### src/inc/uprt_consts.svh
`ifndef UPRT_CONSTS_SVH
`define UPRT_CONSTS_SVH

`define UPRT_OFF_MODE        8'hc0
`define UPRT_OFF_CONTROL     8'hc8
`define UPRT_OFF_RELOAD_LOW  8'hd0
`define UPRT_OFF_RELOAD_HIGH 8'hd4
`define UPRT_OFF_COUNT_LOW   8'hd8
`define UPRT_OFF_COUNT_HIGH  8'hdc
`define UPRT_OFF_IRQ_STATUS  8'he0
`define UPRT_OFF_IRQ_MASK    8'he4

`define UPRT_CTL_OVF_BIT     7
`define UPRT_CTL_EXT_BIT     6
`define UPRT_CTL_RXBAUD_BIT  5
`define UPRT_CTL_TXBAUD_BIT  4
`define UPRT_CTL_RUN_BIT     2
`define UPRT_CTL_SRC_BIT     1
`define UPRT_MODE_UPDN_BIT   0
`define UPRT_MODE_CLKOE_BIT  1

`define UPRT_RST_BYTE        8'h00
`define UPRT_RST_MODE        2'h0
`define UPRT_COUNT_TOP       16'hffff
`define UPRT_TIMER_DIV       3'h6
`define UPRT_CLKOUT_DIV      3'h2

`define UPRT_RESP_OKAY       2'h0
`define UPRT_RESP_SLVERR     2'h2

`endif

### src/inc/uprt_pkg.sv
package uprt_pkg;
	typedef enum logic [2:0] {
		UPRT_SRC_TIMER   = 3'h1,
		UPRT_SRC_COUNTER = 3'h2,
		UPRT_SRC_CLKOUT  = 3'h4
	} uprt_src_t;
	typedef logic [7:0] uprt_byte_t;
endpackage : uprt_pkg

### src/inc/uprt_if.sv
`timescale 1ns/1ps
`default_nettype none
interface uprt_tick_if;
	logic                run;
	uprt_pkg::uprt_src_t src;
	logic                tick;
	modport ctl (output run, output src, input tick);
	modport gen (input run, input src, output tick);
endinterface : uprt_tick_if
`default_nettype wire

### src/hw/uprt_tick.sv
`timescale 1ns/1ps
`default_nettype none
`include "uprt_consts.svh"
module uprt_tick (
	input  wire logic   clk,
	input  wire logic   sys_rst,
	input  wire logic   pin_i,
	uprt_tick_if.gen    tk
);
	logic [2:0] pre_reg;
	logic       pin_s1_reg;
	logic       pin_s2_reg;
	logic       pin_d_reg;
	wire  [2:0] div;
	wire        pre_hit;
	wire        pin_fall;

	assign div      = (tk.src == uprt_pkg::UPRT_SRC_CLKOUT) ? `UPRT_CLKOUT_DIV : `UPRT_TIMER_DIV;
	assign pre_hit  = (pre_reg == div - 3'h1);
	// events are falling edges, seen after the two-stage synchroniser
	assign pin_fall = pin_d_reg & ~pin_s2_reg;

	always_ff @(posedge clk) begin
		if (sys_rst | ~tk.run | pre_hit) begin
			pre_reg <= 3'h0;
		end else begin
			pre_reg <= pre_reg + 3'h1;
		end
	end

	always_ff @(posedge clk) begin
		if (sys_rst) begin
			pin_s1_reg <= 1'b1;
			pin_s2_reg <= 1'b1;
			pin_d_reg  <= 1'b1;
		end else begin
			pin_s1_reg <= pin_i;
			pin_s2_reg <= pin_s1_reg;
			pin_d_reg  <= pin_s2_reg;
		end
	end

	always_comb begin
		case (tk.src)
			uprt_pkg::UPRT_SRC_TIMER:   tk.tick = tk.run & pre_hit;  // see RULE2
			uprt_pkg::UPRT_SRC_COUNTER: tk.tick = tk.run & pin_fall; // see RULE2
			uprt_pkg::UPRT_SRC_CLKOUT:  tk.tick = tk.run & pre_hit;  // see RULE8
			default:                    tk.tick = 1'b0;
		endcase
	end
endmodule : uprt_tick
`default_nettype wire

### src/hw/uprt_top.sv
// Summary of operation
// RULE1: count held in cascaded high/low bytes
// RULE2: source is clock/6 or pin events
// RULE3: count advances only while run set
// RULE4: updown enable takes direction from pin
// RULE5: up wrap from ffff reloads, flags, interrupts
// RULE6: down at reload value loads ffff, flags
// RULE7: external flag toggles per wrap, no interrupt
// RULE8: clock-out square wave, count at clock/2
// RULE9: clock-out reloads on wrap, no interrupt
// RULE10: output toggles each wrap, clock/4(65536-reload)
// RULE11: clock-out drives the count pin
// RULE12: software configures fully before setting run
// RULE13: baud ticks and clock-out share reload
// RULE14: no flag in baud mode; software clears
// RULE15: without updown enable, count up only
`timescale 1ns/1ps
`default_nettype none
`include "uprt_consts.svh"
module uprt_top (
	input  wire logic        clk,
	input  wire logic        sys_rst,
	input  wire logic [7:0]  s_axi_awaddr,
	input  wire logic        s_axi_awvalid,
	output logic             s_axi_awready,
	input  wire logic [31:0] s_axi_wdata,
	input  wire logic [3:0]  s_axi_wstrb,
	input  wire logic        s_axi_wvalid,
	output logic             s_axi_wready,
	output logic [1:0]       s_axi_bresp,
	output logic             s_axi_bvalid,
	input  wire logic        s_axi_bready,
	input  wire logic [7:0]  s_axi_araddr,
	input  wire logic        s_axi_arvalid,
	output logic             s_axi_arready,
	output logic [31:0]      s_axi_rdata,
	output logic [1:0]       s_axi_rresp,
	output logic             s_axi_rvalid,
	input  wire logic        s_axi_rready,
	input  wire logic        count_clockout_pin_i,
	output logic             count_clockout_pin_o,
	output logic             count_clockout_pin_oe,
	input  wire logic        direction_pin,
	output logic             baud_tick,
	output logic             irq
);
	uprt_tick_if tk ();

	uprt_pkg::uprt_byte_t count_low_reg;
	uprt_pkg::uprt_byte_t count_high_reg;
	uprt_pkg::uprt_byte_t reload_low_reg;
	uprt_pkg::uprt_byte_t reload_high_reg;
	logic [5:0]  ctrl_reg;
	logic [1:0]  mode_reg;
	logic        ovf_flag_reg;
	logic        ext_flag_reg;
	logic        irq_stat_reg;
	logic        irq_mask_reg;
	logic        dir_s1_reg;
	logic        dir_s2_reg;
	logic        clk_o_reg;
	logic        baud_reg;
	logic        aw_hold_reg;
	logic        w_hold_reg;
	logic [7:0]  awaddr_reg;
	logic [31:0] wdata_reg;
	logic        wstrb0_reg;
	logic        bvalid_reg;
	logic [1:0]  bresp_reg;
	logic        rvalid_reg;
	logic [1:0]  rresp_reg;
	logic [31:0] rdata_reg;

	// ---- bus slave ----
	wire        do_wr   = aw_hold_reg & w_hold_reg;
	wire        wr_en   = do_wr & wstrb0_reg;
	wire [7:0]  wd      = wdata_reg[7:0];
	wire        wr_ctl  = wr_en & (awaddr_reg == `UPRT_OFF_CONTROL);
	wire        wr_mode = wr_en & (awaddr_reg == `UPRT_OFF_MODE);
	wire        wr_rl   = wr_en & (awaddr_reg == `UPRT_OFF_RELOAD_LOW);
	wire        wr_rh   = wr_en & (awaddr_reg == `UPRT_OFF_RELOAD_HIGH);
	wire        wr_cl   = wr_en & (awaddr_reg == `UPRT_OFF_COUNT_LOW);
	wire        wr_ch   = wr_en & (awaddr_reg == `UPRT_OFF_COUNT_HIGH);
	wire        wr_st   = wr_en & (awaddr_reg == `UPRT_OFF_IRQ_STATUS);
	wire        wr_mk   = wr_en & (awaddr_reg == `UPRT_OFF_IRQ_MASK);
	wire        wr_hit  = (awaddr_reg == `UPRT_OFF_CONTROL) | (awaddr_reg == `UPRT_OFF_MODE)
		| (awaddr_reg == `UPRT_OFF_RELOAD_LOW) | (awaddr_reg == `UPRT_OFF_RELOAD_HIGH)
		| (awaddr_reg == `UPRT_OFF_COUNT_LOW) | (awaddr_reg == `UPRT_OFF_COUNT_HIGH)
		| (awaddr_reg == `UPRT_OFF_IRQ_STATUS) | (awaddr_reg == `UPRT_OFF_IRQ_MASK);
	wire        rd_take = s_axi_arvalid & ~rvalid_reg;
	wire [7:0]  ctl_rd  = {ovf_flag_reg, ext_flag_reg, ctrl_reg};
	wire        rd_hit;
	wire [7:0]  rd_mux;

	assign rd_mux =
		(s_axi_araddr == `UPRT_OFF_CONTROL)     ? ctl_rd :
		(s_axi_araddr == `UPRT_OFF_MODE)        ? {6'h00, mode_reg} :
		(s_axi_araddr == `UPRT_OFF_RELOAD_LOW)  ? reload_low_reg :
		(s_axi_araddr == `UPRT_OFF_RELOAD_HIGH) ? reload_high_reg :
		(s_axi_araddr == `UPRT_OFF_COUNT_LOW)   ? count_low_reg :
		(s_axi_araddr == `UPRT_OFF_COUNT_HIGH)  ? count_high_reg :
		(s_axi_araddr == `UPRT_OFF_IRQ_STATUS)  ? {7'h00, irq_stat_reg} :
		(s_axi_araddr == `UPRT_OFF_IRQ_MASK)    ? {7'h00, irq_mask_reg} : 8'h00;
	assign rd_hit = (s_axi_araddr == `UPRT_OFF_CONTROL) | (s_axi_araddr == `UPRT_OFF_MODE)
		| (s_axi_araddr == `UPRT_OFF_RELOAD_LOW) | (s_axi_araddr == `UPRT_OFF_RELOAD_HIGH)
		| (s_axi_araddr == `UPRT_OFF_COUNT_LOW) | (s_axi_araddr == `UPRT_OFF_COUNT_HIGH)
		| (s_axi_araddr == `UPRT_OFF_IRQ_STATUS) | (s_axi_araddr == `UPRT_OFF_IRQ_MASK);

	assign s_axi_awready = ~aw_hold_reg & ~bvalid_reg;
	assign s_axi_wready  = ~w_hold_reg & ~bvalid_reg;
	assign s_axi_arready = ~rvalid_reg;
	assign s_axi_bvalid  = bvalid_reg;
	assign s_axi_bresp   = bresp_reg;
	assign s_axi_rvalid  = rvalid_reg;
	assign s_axi_rresp   = rresp_reg;
	assign s_axi_rdata   = rdata_reg;

	always_ff @(posedge clk) begin
		if (sys_rst | do_wr) begin
			aw_hold_reg <= 1'b0;
		end else if (s_axi_awvalid & s_axi_awready) begin
			aw_hold_reg <= 1'b1;
			awaddr_reg  <= s_axi_awaddr;
		end
	end

	always_ff @(posedge clk) begin
		if (sys_rst | do_wr) begin
			w_hold_reg <= 1'b0;
		end else if (s_axi_wvalid & s_axi_wready) begin
			w_hold_reg <= 1'b1;
			wdata_reg  <= s_axi_wdata;
			wstrb0_reg <= s_axi_wstrb[0];
		end
	end

	always_ff @(posedge clk) begin
		if (sys_rst) begin
			bvalid_reg <= 1'b0;
			bresp_reg  <= `UPRT_RESP_OKAY;
		end else if (do_wr) begin
			bvalid_reg <= 1'b1;
			bresp_reg  <= wr_hit ? `UPRT_RESP_OKAY : `UPRT_RESP_SLVERR;
		end else if (s_axi_bready) begin
			bvalid_reg <= 1'b0;
		end
	end

	always_ff @(posedge clk) begin
		if (sys_rst) begin
			rvalid_reg <= 1'b0;
			rresp_reg  <= `UPRT_RESP_OKAY;
			rdata_reg  <= 32'h0000_0000;
		end else if (rd_take) begin
			rvalid_reg <= 1'b1;
			rresp_reg  <= rd_hit ? `UPRT_RESP_OKAY : `UPRT_RESP_SLVERR;
			rdata_reg  <= {24'h00_0000, rd_mux};
		end else if (s_axi_rready) begin
			rvalid_reg <= 1'b0;
		end
	end

	// ---- count engine ----
	wire        clkout   = mode_reg[`UPRT_MODE_CLKOE_BIT];
	wire        updn_en  = mode_reg[`UPRT_MODE_UPDN_BIT];
	wire        baud_any = ctrl_reg[`UPRT_CTL_RXBAUD_BIT] | ctrl_reg[`UPRT_CTL_TXBAUD_BIT];
	wire [15:0] cnt      = {count_high_reg, count_low_reg};
	wire [15:0] reload   = {reload_high_reg, reload_low_reg};
	// pin only steers in updown auto-reload; clock-out and baud always count up
	wire        up       = clkout | baud_any | ~updn_en | dir_s2_reg;  // see RULE4, RULE15
	wire        step     = tk.tick;
	wire        ov_up    = step & up & (cnt == `UPRT_COUNT_TOP);          // see RULE5
	wire        ov_dn    = step & ~up & (cnt == reload);                  // see RULE6
	wire        ov       = ov_up | ov_dn;
	wire        lo_carry = up ? (count_low_reg == 8'hff) : (count_low_reg == 8'h00);
	wire [7:0]  lo_step  = up ? count_low_reg + 8'h01 : count_low_reg - 8'h01;
	wire [7:0]  hi_delta = up ? 8'h01 : 8'hff;
	wire [7:0]  hi_step  = lo_carry ? count_high_reg + hi_delta : count_high_reg;  // see RULE1
	wire [15:0] wrap_val = ov_up ? reload : `UPRT_COUNT_TOP;             // see RULE5, RULE6, RULE9
	wire        set_flag = ov & ~baud_any & ~clkout;                      // see RULE9, RULE14
	wire        tog_ext  = ov & updn_en & ~clkout;                        // see RULE7

	assign tk.run = ctrl_reg[`UPRT_CTL_RUN_BIT];                          // see RULE3
	assign tk.src = clkout ? uprt_pkg::UPRT_SRC_CLKOUT :                  // see RULE8
		ctrl_reg[`UPRT_CTL_SRC_BIT] ? uprt_pkg::UPRT_SRC_COUNTER : uprt_pkg::UPRT_SRC_TIMER;

	uprt_tick u_tick (
		.clk     (clk),
		.sys_rst (sys_rst),
		.pin_i   (count_clockout_pin_i),
		.tk      (tk)
	);

	// software writes to the count beat the running count in the same cycle
	always_ff @(posedge clk) begin
		if (sys_rst) begin
			count_low_reg  <= `UPRT_RST_BYTE;
			count_high_reg <= `UPRT_RST_BYTE;
		end else begin
			if (wr_cl) begin
				count_low_reg <= wd;
			end else if (step) begin
				count_low_reg <= ov ? wrap_val[7:0] : lo_step;    // see RULE3
			end
			if (wr_ch) begin
				count_high_reg <= wd;
			end else if (step) begin
				count_high_reg <= ov ? wrap_val[15:8] : hi_step;  // see RULE1
			end
		end
	end

	always_ff @(posedge clk) begin
		if (sys_rst) begin
			reload_low_reg  <= `UPRT_RST_BYTE;
			reload_high_reg <= `UPRT_RST_BYTE;
			ctrl_reg        <= 6'h00;
			mode_reg        <= `UPRT_RST_MODE;
			irq_mask_reg    <= 1'b0;
		end else begin
			if (wr_rl) reload_low_reg <= wd;
			if (wr_rh) reload_high_reg <= wd;
			if (wr_ctl) ctrl_reg <= wd[5:0];
			if (wr_mode) mode_reg <= wd[1:0];
			if (wr_mk) irq_mask_reg <= wd[0];
		end
	end

	// hardware set outranks a software clear landing in the same cycle
	always_ff @(posedge clk) begin
		if (sys_rst) begin
			ovf_flag_reg <= 1'b0;
			ext_flag_reg <= 1'b0;
			irq_stat_reg <= 1'b0;
		end else begin
			ovf_flag_reg <= set_flag | (wr_ctl ? wd[`UPRT_CTL_OVF_BIT] : ovf_flag_reg);  // see RULE14
			ext_flag_reg <= (wr_ctl ? wd[`UPRT_CTL_EXT_BIT] : ext_flag_reg) ^ tog_ext;   // see RULE7
			irq_stat_reg <= set_flag | (irq_stat_reg & ~(wr_st & wd[0]));               // see RULE5
		end
	end

	// two stages before the direction pin is used
	always_ff @(posedge clk) begin
		if (sys_rst) begin
			dir_s1_reg <= 1'b1;
			dir_s2_reg <= 1'b1;
		end else begin
			dir_s1_reg <= direction_pin;
			dir_s2_reg <= dir_s1_reg;
		end
	end

	always_ff @(posedge clk) begin
		if (sys_rst) begin
			clk_o_reg <= 1'b0;
			baud_reg  <= 1'b0;
		end else begin
			clk_o_reg <= clkout ? clk_o_reg ^ ov : 1'b0;  // see RULE10
			baud_reg  <= ov & baud_any;                   // see RULE13
		end
	end

	assign count_clockout_pin_o  = clk_o_reg;             // see RULE11
	assign count_clockout_pin_oe = clkout;                // see RULE11
	assign baud_tick             = baud_reg;
	assign irq                   = irq_stat_reg & irq_mask_reg;
endmodule : uprt_top
`default_nettype wire

### config.mk
export PLATFORM = sky130hd
export DESIGN_NAME = uprt_top
export DESIGN_NICKNAME = d
export VERILOG_FILES = /design/src/inc/uprt_pkg.sv /design/src/inc/uprt_if.sv /design/src/hw/uprt_tick.sv /design/src/hw/uprt_top.sv
export VERILOG_INCLUDE_DIRS = /design/src /design/src/inc
export SDC_FILE = /design/constraint.sdc
export NUM_CORES = 1
export LEC_CHECK = 0
export ABC_AREA = 0
export ABC_CLOCK_PERIOD_IN_PS = 3500
export CAP_MARGIN = 25
export CORE_UTILIZATION = 45
export DETAILED_ROUTE_END_ITERATION = 10
export DONT_BUFFER_PORTS = 1
export SYNTH_ARGS = -nofsm -noshare
export SYNTH_HDL_FRONTEND = slang
export SYNTH_SLANG_ARGS = --single-unit
### constraint.sdc
create_clock -name clk -period 3.5 [get_ports clk]
set_clock_uncertainty 0.15 [all_clocks]
set_input_delay 0.175 -clock clk [delete_from_list [all_inputs] [get_ports clk]]
set_output_delay 0.175 -clock clk [all_outputs]
set_load 0.03 [all_outputs]
==> flow_summary.html <==
<table>
<tr><th>Metric</th><th>Value</th></tr>
<tr><th colspan="2">Status</th></tr>
<tr><td>Outcome</td><td>completed</td></tr>
<tr><th colspan="2">Power and ir drop</th></tr>
<tr><td>P_sw</td><td>about 0.52 mW</td></tr>
<tr><td>Cell Int Power</td><td>about 1.3 mW</td></tr>
<tr><td>Peak supply drop</td><td>between 0.0002 and 0.0003 V</td></tr>
<tr><td>Ratio of total power to cell area</td><td>roughly 340 nW/um^2</td></tr>
<tr><td>Leak pwr</td><td>2.14 nW</td></tr>
<tr><td>Part of the total power dissipated in sequential elements</td><td>0.571</td></tr>
<tr><td>Fraction of power consumed by the clock network</td><td>0.348</td></tr>
<tr><td>Share of total power consumed by net switching</td><td>0.278</td></tr>
<tr><td>Combinational share of power</td><td>0.081</td></tr>
<tr><th colspan="2">Finish</th></tr>
<tr><td>Area Growth Syn to Fin</td><td>11.3%</td></tr>
<tr><td>Filler cell count in the final layout</td><td>just under 1k</td></tr>
<tr><td>Register cell area after layout</td><td>around 1900 sq um</td></tr>
<tr><td>Cell area after layout</td><td>between 5000 and 6000 sq um</td></tr>
<tr><td>Layout cells sized above 1</td><td>0.0773</td></tr>
<tr><td>Total inserted antenna cells</td><td>0</td></tr>
<tr><td>Total area of multi-input combinational cells</td><td>between 2000 and 3000 sq um</td></tr>
<tr><td>Final #Nets</td><td>about 650</td></tr>
<tr><th colspan="2">STA</th></tr>
<tr><td>Fmax</td><td>0.328 GHz</td></tr>
<tr><td>Tmin final</td><td>between 3 and 4 ns</td></tr>
<tr><td>Final Hold Fails</td><td>0</td></tr>
<tr><td>Worst slew margin relative to its limit</td><td>0.506</td></tr>
<tr><td>Portion of the clock cycle consumed by the worst path in the final layout</td><td>0.870</td></tr>
<tr><td>Post-Route Setup TNS</td><td>0 ns</td></tr>
<tr><td># setup viols final</td><td>0</td></tr>
<tr><td>Worst slew pin tran</td><td>approximately 0.74 ns</td></tr>
<tr><td>Worst setup margin</td><td>about 0.45 ns</td></tr>
<tr><td>Unrepaired setup endpoints after global routing</td><td>no</td></tr>
<tr><td>Slew Limit Fails</td><td>0</td></tr>
<tr><th colspan="2">Detailed routing</th></tr>
<tr><td>Avg WL per Cell</td><td>~19 microns</td></tr>
<tr><td>Post-detailed-route via-to-cell ratio</td><td>about 6.0</td></tr>
<tr><td>1st-pass router iterations</td><td>5</td></tr>
<tr><td>Violation count after the first detailed-route iteration</td><td>between 300 and 400</td></tr>
<tr><td>Wire length after detailed routing</td><td>around 14 mm</td></tr>
<tr><td>Count of antenna-violating nets left after detailed routing</td><td>0</td></tr>
<tr><td>Vias</td><td>about 4.3k</td></tr>
<tr><td>Number of design rule violations left after detail routing</td><td>0</td></tr>
<tr><th colspan="2">Flow run</th></tr>
<tr><td>Total of max-cap violations</td><td>0</td></tr>
<tr><th colspan="2">Floorplan</th></tr>
<tr><td>Die outline area</td><td>11400 sq um</td></tr>
<tr><td>Placeable core region</td><td>between 10000 and 15000 sq um</td></tr>
<tr><td>Initial core utilization</td><td>0.472</td></tr>
<tr><td>Die span in y</td><td>107 microns</td></tr>
<tr><td>Die Span X</td><td>107 microns</td></tr>
<tr><td>I/O pin count</td><td>roughly 110</td></tr>
<tr><td>Cell Rows</td><td>37</td></tr>
<tr><th colspan="2">Global routing</th></tr>
<tr><td>Gr usage total</td><td>0.249</td></tr>
<tr><td>First-pass GRT wire length</td><td>21.6 mm</td></tr>
<tr><td>Remaining global-route overflow</td><td>0</td></tr>
<tr><td>Maximum number of pins on one net before global-route repair</td><td>between 50 and 60</td></tr>
<tr><td>Vias in the first global route</td><td>4201</td></tr>
<tr><td>Number of antenna violations at the first check in global routing</td><td>0</td></tr>
<tr><th colspan="2">Critical path</th></tr>
<tr><td>Highest cell delay on the worst timing path</td><td>approximately 0.7 ns</td></tr>
<tr><td>Worst reg2reg path startpoint</td><td>ctrl_reg[4]</td></tr>
<tr><td>Crit path capture type</td><td>register</td></tr>
<tr><td>Highest-delay cell along the critical path</td><td>sky130_fd_sc_hd__or4_1</td></tr>
<tr><td>Arrival time of the worst setup path</td><td>3.14 ns</td></tr>
<tr><td>R2r endpoint</td><td>count_high_reg[6]</td></tr>
<tr><td>Required arrival time at the worst endpoint</td><td>~3.6 ns</td></tr>
<tr><td>Worst-path cell chain</td><td>or4_1 &gt; inv_6 &gt; ha_1 &gt; nor2b_1 &gt; o21ai_0 &gt; a21boi_0 &gt; mux2_2 &gt; nor3_1 &gt; o31ai_1</td></tr>
<tr><td>Kind of start point of the critical path</td><td>register</td></tr>
<tr><td>Worst-case reg-to-reg path depth</td><td>9</td></tr>
<tr><td>Worst setup path class</td><td>register to register</td></tr>
<tr><td>Largest driver fanout on the critical path</td><td>17</td></tr>
<tr><td>Flop-to-flop setup slack</td><td>0.45 ns</td></tr>
<tr><th colspan="2">Yosys</th></tr>
<tr><td>Gate Count Post-Synth</td><td>approximately 550</td></tr>
<tr><td>Register area share after synthesis</td><td>0.378</td></tr>
<tr><td>Share of synthesized registers carrying an async set or reset</td><td>0</td></tr>
<tr><td>Average size of a mapped cell</td><td>between 9 and 10 sq um</td></tr>
<tr><td>Unique cell type count in the Yosys netlist</td><td>73</td></tr>
<tr><td>Post-synth EDFFs</td><td>17</td></tr>
<tr><td>Synth warnings</td><td>0</td></tr>
<tr><td>Total standard cell area after synthesis</td><td>~5000 sq um</td></tr>
<tr><td>Top flip-flop cell by instance count after synthesis</td><td>sky130_fd_sc_hd__dfxtp_1</td></tr>
<tr><td>Yosys reg bits</td><td>between 80 and 90</td></tr>
<tr><th colspan="2">Placement</th></tr>
<tr><td>Count of buffers from port buffering</td><td>0</td></tr>
<tr><td>Half-perimeter wire length after detailed placement</td><td>~9.6 mm</td></tr>
<tr><td>Worst Setup Slack post-DPL</td><td>0.485 ns</td></tr>
<tr><td>Post-detailed-placement cell area</td><td>about 5000 sq um</td></tr>
<tr><td>Weighted congestion at the end of routability-driven global placement</td><td>between 0.9 and 1</td></tr>
<tr><th colspan="2">Clock network</th></tr>
<tr><td>Clock Latency Late Sink</td><td>between 0.3 and 0.4 ns</td></tr>
<tr><td>Post-cts gate resize count</td><td>0</td></tr>
<tr><td>H-tree depth</td><td>3</td></tr>
<tr><td>CTS Buf Count</td><td>9</td></tr>
<tr><td>Clock tree from TritonCTS</td><td>built</td></tr>
<tr><td>Clock buffer depth</td><td>2</td></tr>
<tr><td>Clock slew at the register clock pins of the worst setup and hold paths</td><td>about 0.09 ns</td></tr>
<tr><td>CTS Root Cell</td><td>sky130_fd_sc_hd__clkbuf_8</td></tr>
<tr><td>Cts hold-fix bufs</td><td>32</td></tr>
<tr><td>Number of setup buffers added after CTS</td><td>0</td></tr>
<tr><td>Total clock sinks</td><td>85</td></tr>
<tr><th colspan="2">Min path</th></tr>
<tr><td>Worst Hold Class</td><td>input pin to register</td></tr>
<tr><td>Number of cells on the worst hold path</td><td>2</td></tr>
<tr><td>Startpoint of the most critical hold path</td><td>sys_rst</td></tr>
<tr><td>Worst-case hold path end point</td><td>awaddr_reg[7]</td></tr>
</table>
==> layout by cell type, fill, tap and decap left out, drive strengths merged, types with 11 or more instances in the layout <==
cell         count
a211oi          14
a21oi           24
a22o            11
clkbuf          11
conb            26
dfxtp           68
dlygate4sd3     32
edfxtp          17
ha              14
inv             21
mux2i           26
nand2           24
nand4           17
nor2            68
nor3            11
o21ai           26
xnor2           22
==> cell families after synthesis <==
logic type / count (synthesis) / share of synthesized area
and+or+nand+nor: 197 / 0.218
AOI/OAI and AO/OA: 127 / 0.177
DFF: 85 / 0.378
buffers and inverters: 68 / 0.0783
muxes: 28 / 0.0593
xor gates and xnor gates: 26 / 0.0459
adders and majority gates: 16 / 0.0434
other: 1 / 0.000757
==> worst max-delay path, delay by kind of cell (launching register included) <==
kind            cells  cell delay, ns
compound gates      3            0.52
fa+ha+maj           1            0.21
buf+inv             1            0.23
flops               1            0.35
mux                 1            0.37
simple gates        3            1.10
==> worst max-delay path by stage <==
| stage | start | endpoint | slack, ns | cells past startpoint |
|---|---|---|---|---|
| 2_1_floorplan | mode_reg[1] | count_high_reg[6] | 0.68 | 10 |
| 3_3_place_gp | mode_reg[1] | count_low_reg[6] | 0.57 | 10 |
| 3_5_place_dp | ctrl_reg[4] | count_high_reg[6] | 0.49 | 9 |
| 4_1_cts | ctrl_reg[4] | count_high_reg[6] | 0.46 | 9 |
| 5_1_grt | mode_reg[1] | count_high_reg[6] | 0.24 | 10 |
| 6_report | ctrl_reg[4] | count_high_reg[6] | 0.45 | 9 |
==> per-stage QoR <==
stage / power (mW) / hold slack [ns] / util / instances
finish: 1.86 / 0.0243 / 0.525 / 718
global route: 1.94 / 0.0101 / 0.525 / 718
CTS: 1.88 / 0.00369 / 0.523 / 716
detailed placement: 1.19 / 0.106 / 0.474 / 668
global placement: 1.19 / 0.106 / 0.474 / 668
floorplan: 1.21 / 0.124 / - / 573
==> layer usage <==
metal / track usage / vias up / share of wire
met4: 0.105 / 0 / 0.038
met3: 0.0687 / 39 / 0.079
met1: 0.316 / 2045 / 0.43
li1: - / 2031 / -
met2: 0.397 / 191 / 0.45
met5: 0 / - / 0
==> cells in the mapped netlist (6+ instances only) <==
master / count / area share
sky130_fd_sc_hd__a211oi_1: 14 / 0.021
sky130_fd_sc_hd__a21oi_1: 24 / 0.024
sky130_fd_sc_hd__a22o_1: 11 / 0.019
sky130_fd_sc_hd__buf_4: 28 / 0.042
sky130_fd_sc_hd__clkbuf_1: 12 / 0.0091
sky130_fd_sc_hd__dfxtp_1: 68 / 0.27
sky130_fd_sc_hd__edfxtp_1: 17 / 0.10
sky130_fd_sc_hd__ha_1: 14 / 0.035
sky130_fd_sc_hd__inv_1: 17 / 0.013
sky130_fd_sc_hd__mux2i_1: 26 / 0.053
sky130_fd_sc_hd__nand2_1: 24 / 0.018
sky130_fd_sc_hd__nand2b_1: 10 / 0.013
sky130_fd_sc_hd__nand3_1: 8 / 0.0081
sky130_fd_sc_hd__nand4_1: 16 / 0.020
sky130_fd_sc_hd__nor2_1: 68 / 0.052
sky130_fd_sc_hd__nor2b_1: 6 / 0.0076
sky130_fd_sc_hd__nor3_1: 10 / 0.010
sky130_fd_sc_hd__nor3b_1: 8 / 0.012
sky130_fd_sc_hd__nor4_1: 9 / 0.011
sky130_fd_sc_hd__o21ai_0: 24 / 0.024
sky130_fd_sc_hd__o221ai_1: 9 / 0.016
sky130_fd_sc_hd__o22ai_1: 8 / 0.010
sky130_fd_sc_hd__or2_2: 7 / 0.0088
sky130_fd_sc_hd__xnor2_1: 22 / 0.039
==> power by group through the flow <==
stage | clock (mW) | combinational, mW | sequential, mW
3_5_place_dp | 0 | 0.106 | 1.09
5_1_grt | 0.710 | 0.163 | 1.07
2_1_floorplan | 0 | 0.129 | 1.08
6_report | 0.649 | 0.150 | 1.07
4_1_cts | 0.664 | 0.147 | 1.07
3_3_place_gp | 0 | 0.105 | 1.09
==> layout make-up <==
type,count,area share
Clock buffer,10,0.0231
Sequential cell,85,0.339
Multi-Input combinational cell,420,0.507
Clock inverter,6,0.00953
Inverter,18,0.0132
Tap cell,136,0.0309
Timing Repair Buffer,43,0.0767
No activity file was read; power rests on OpenSTA's default activity.
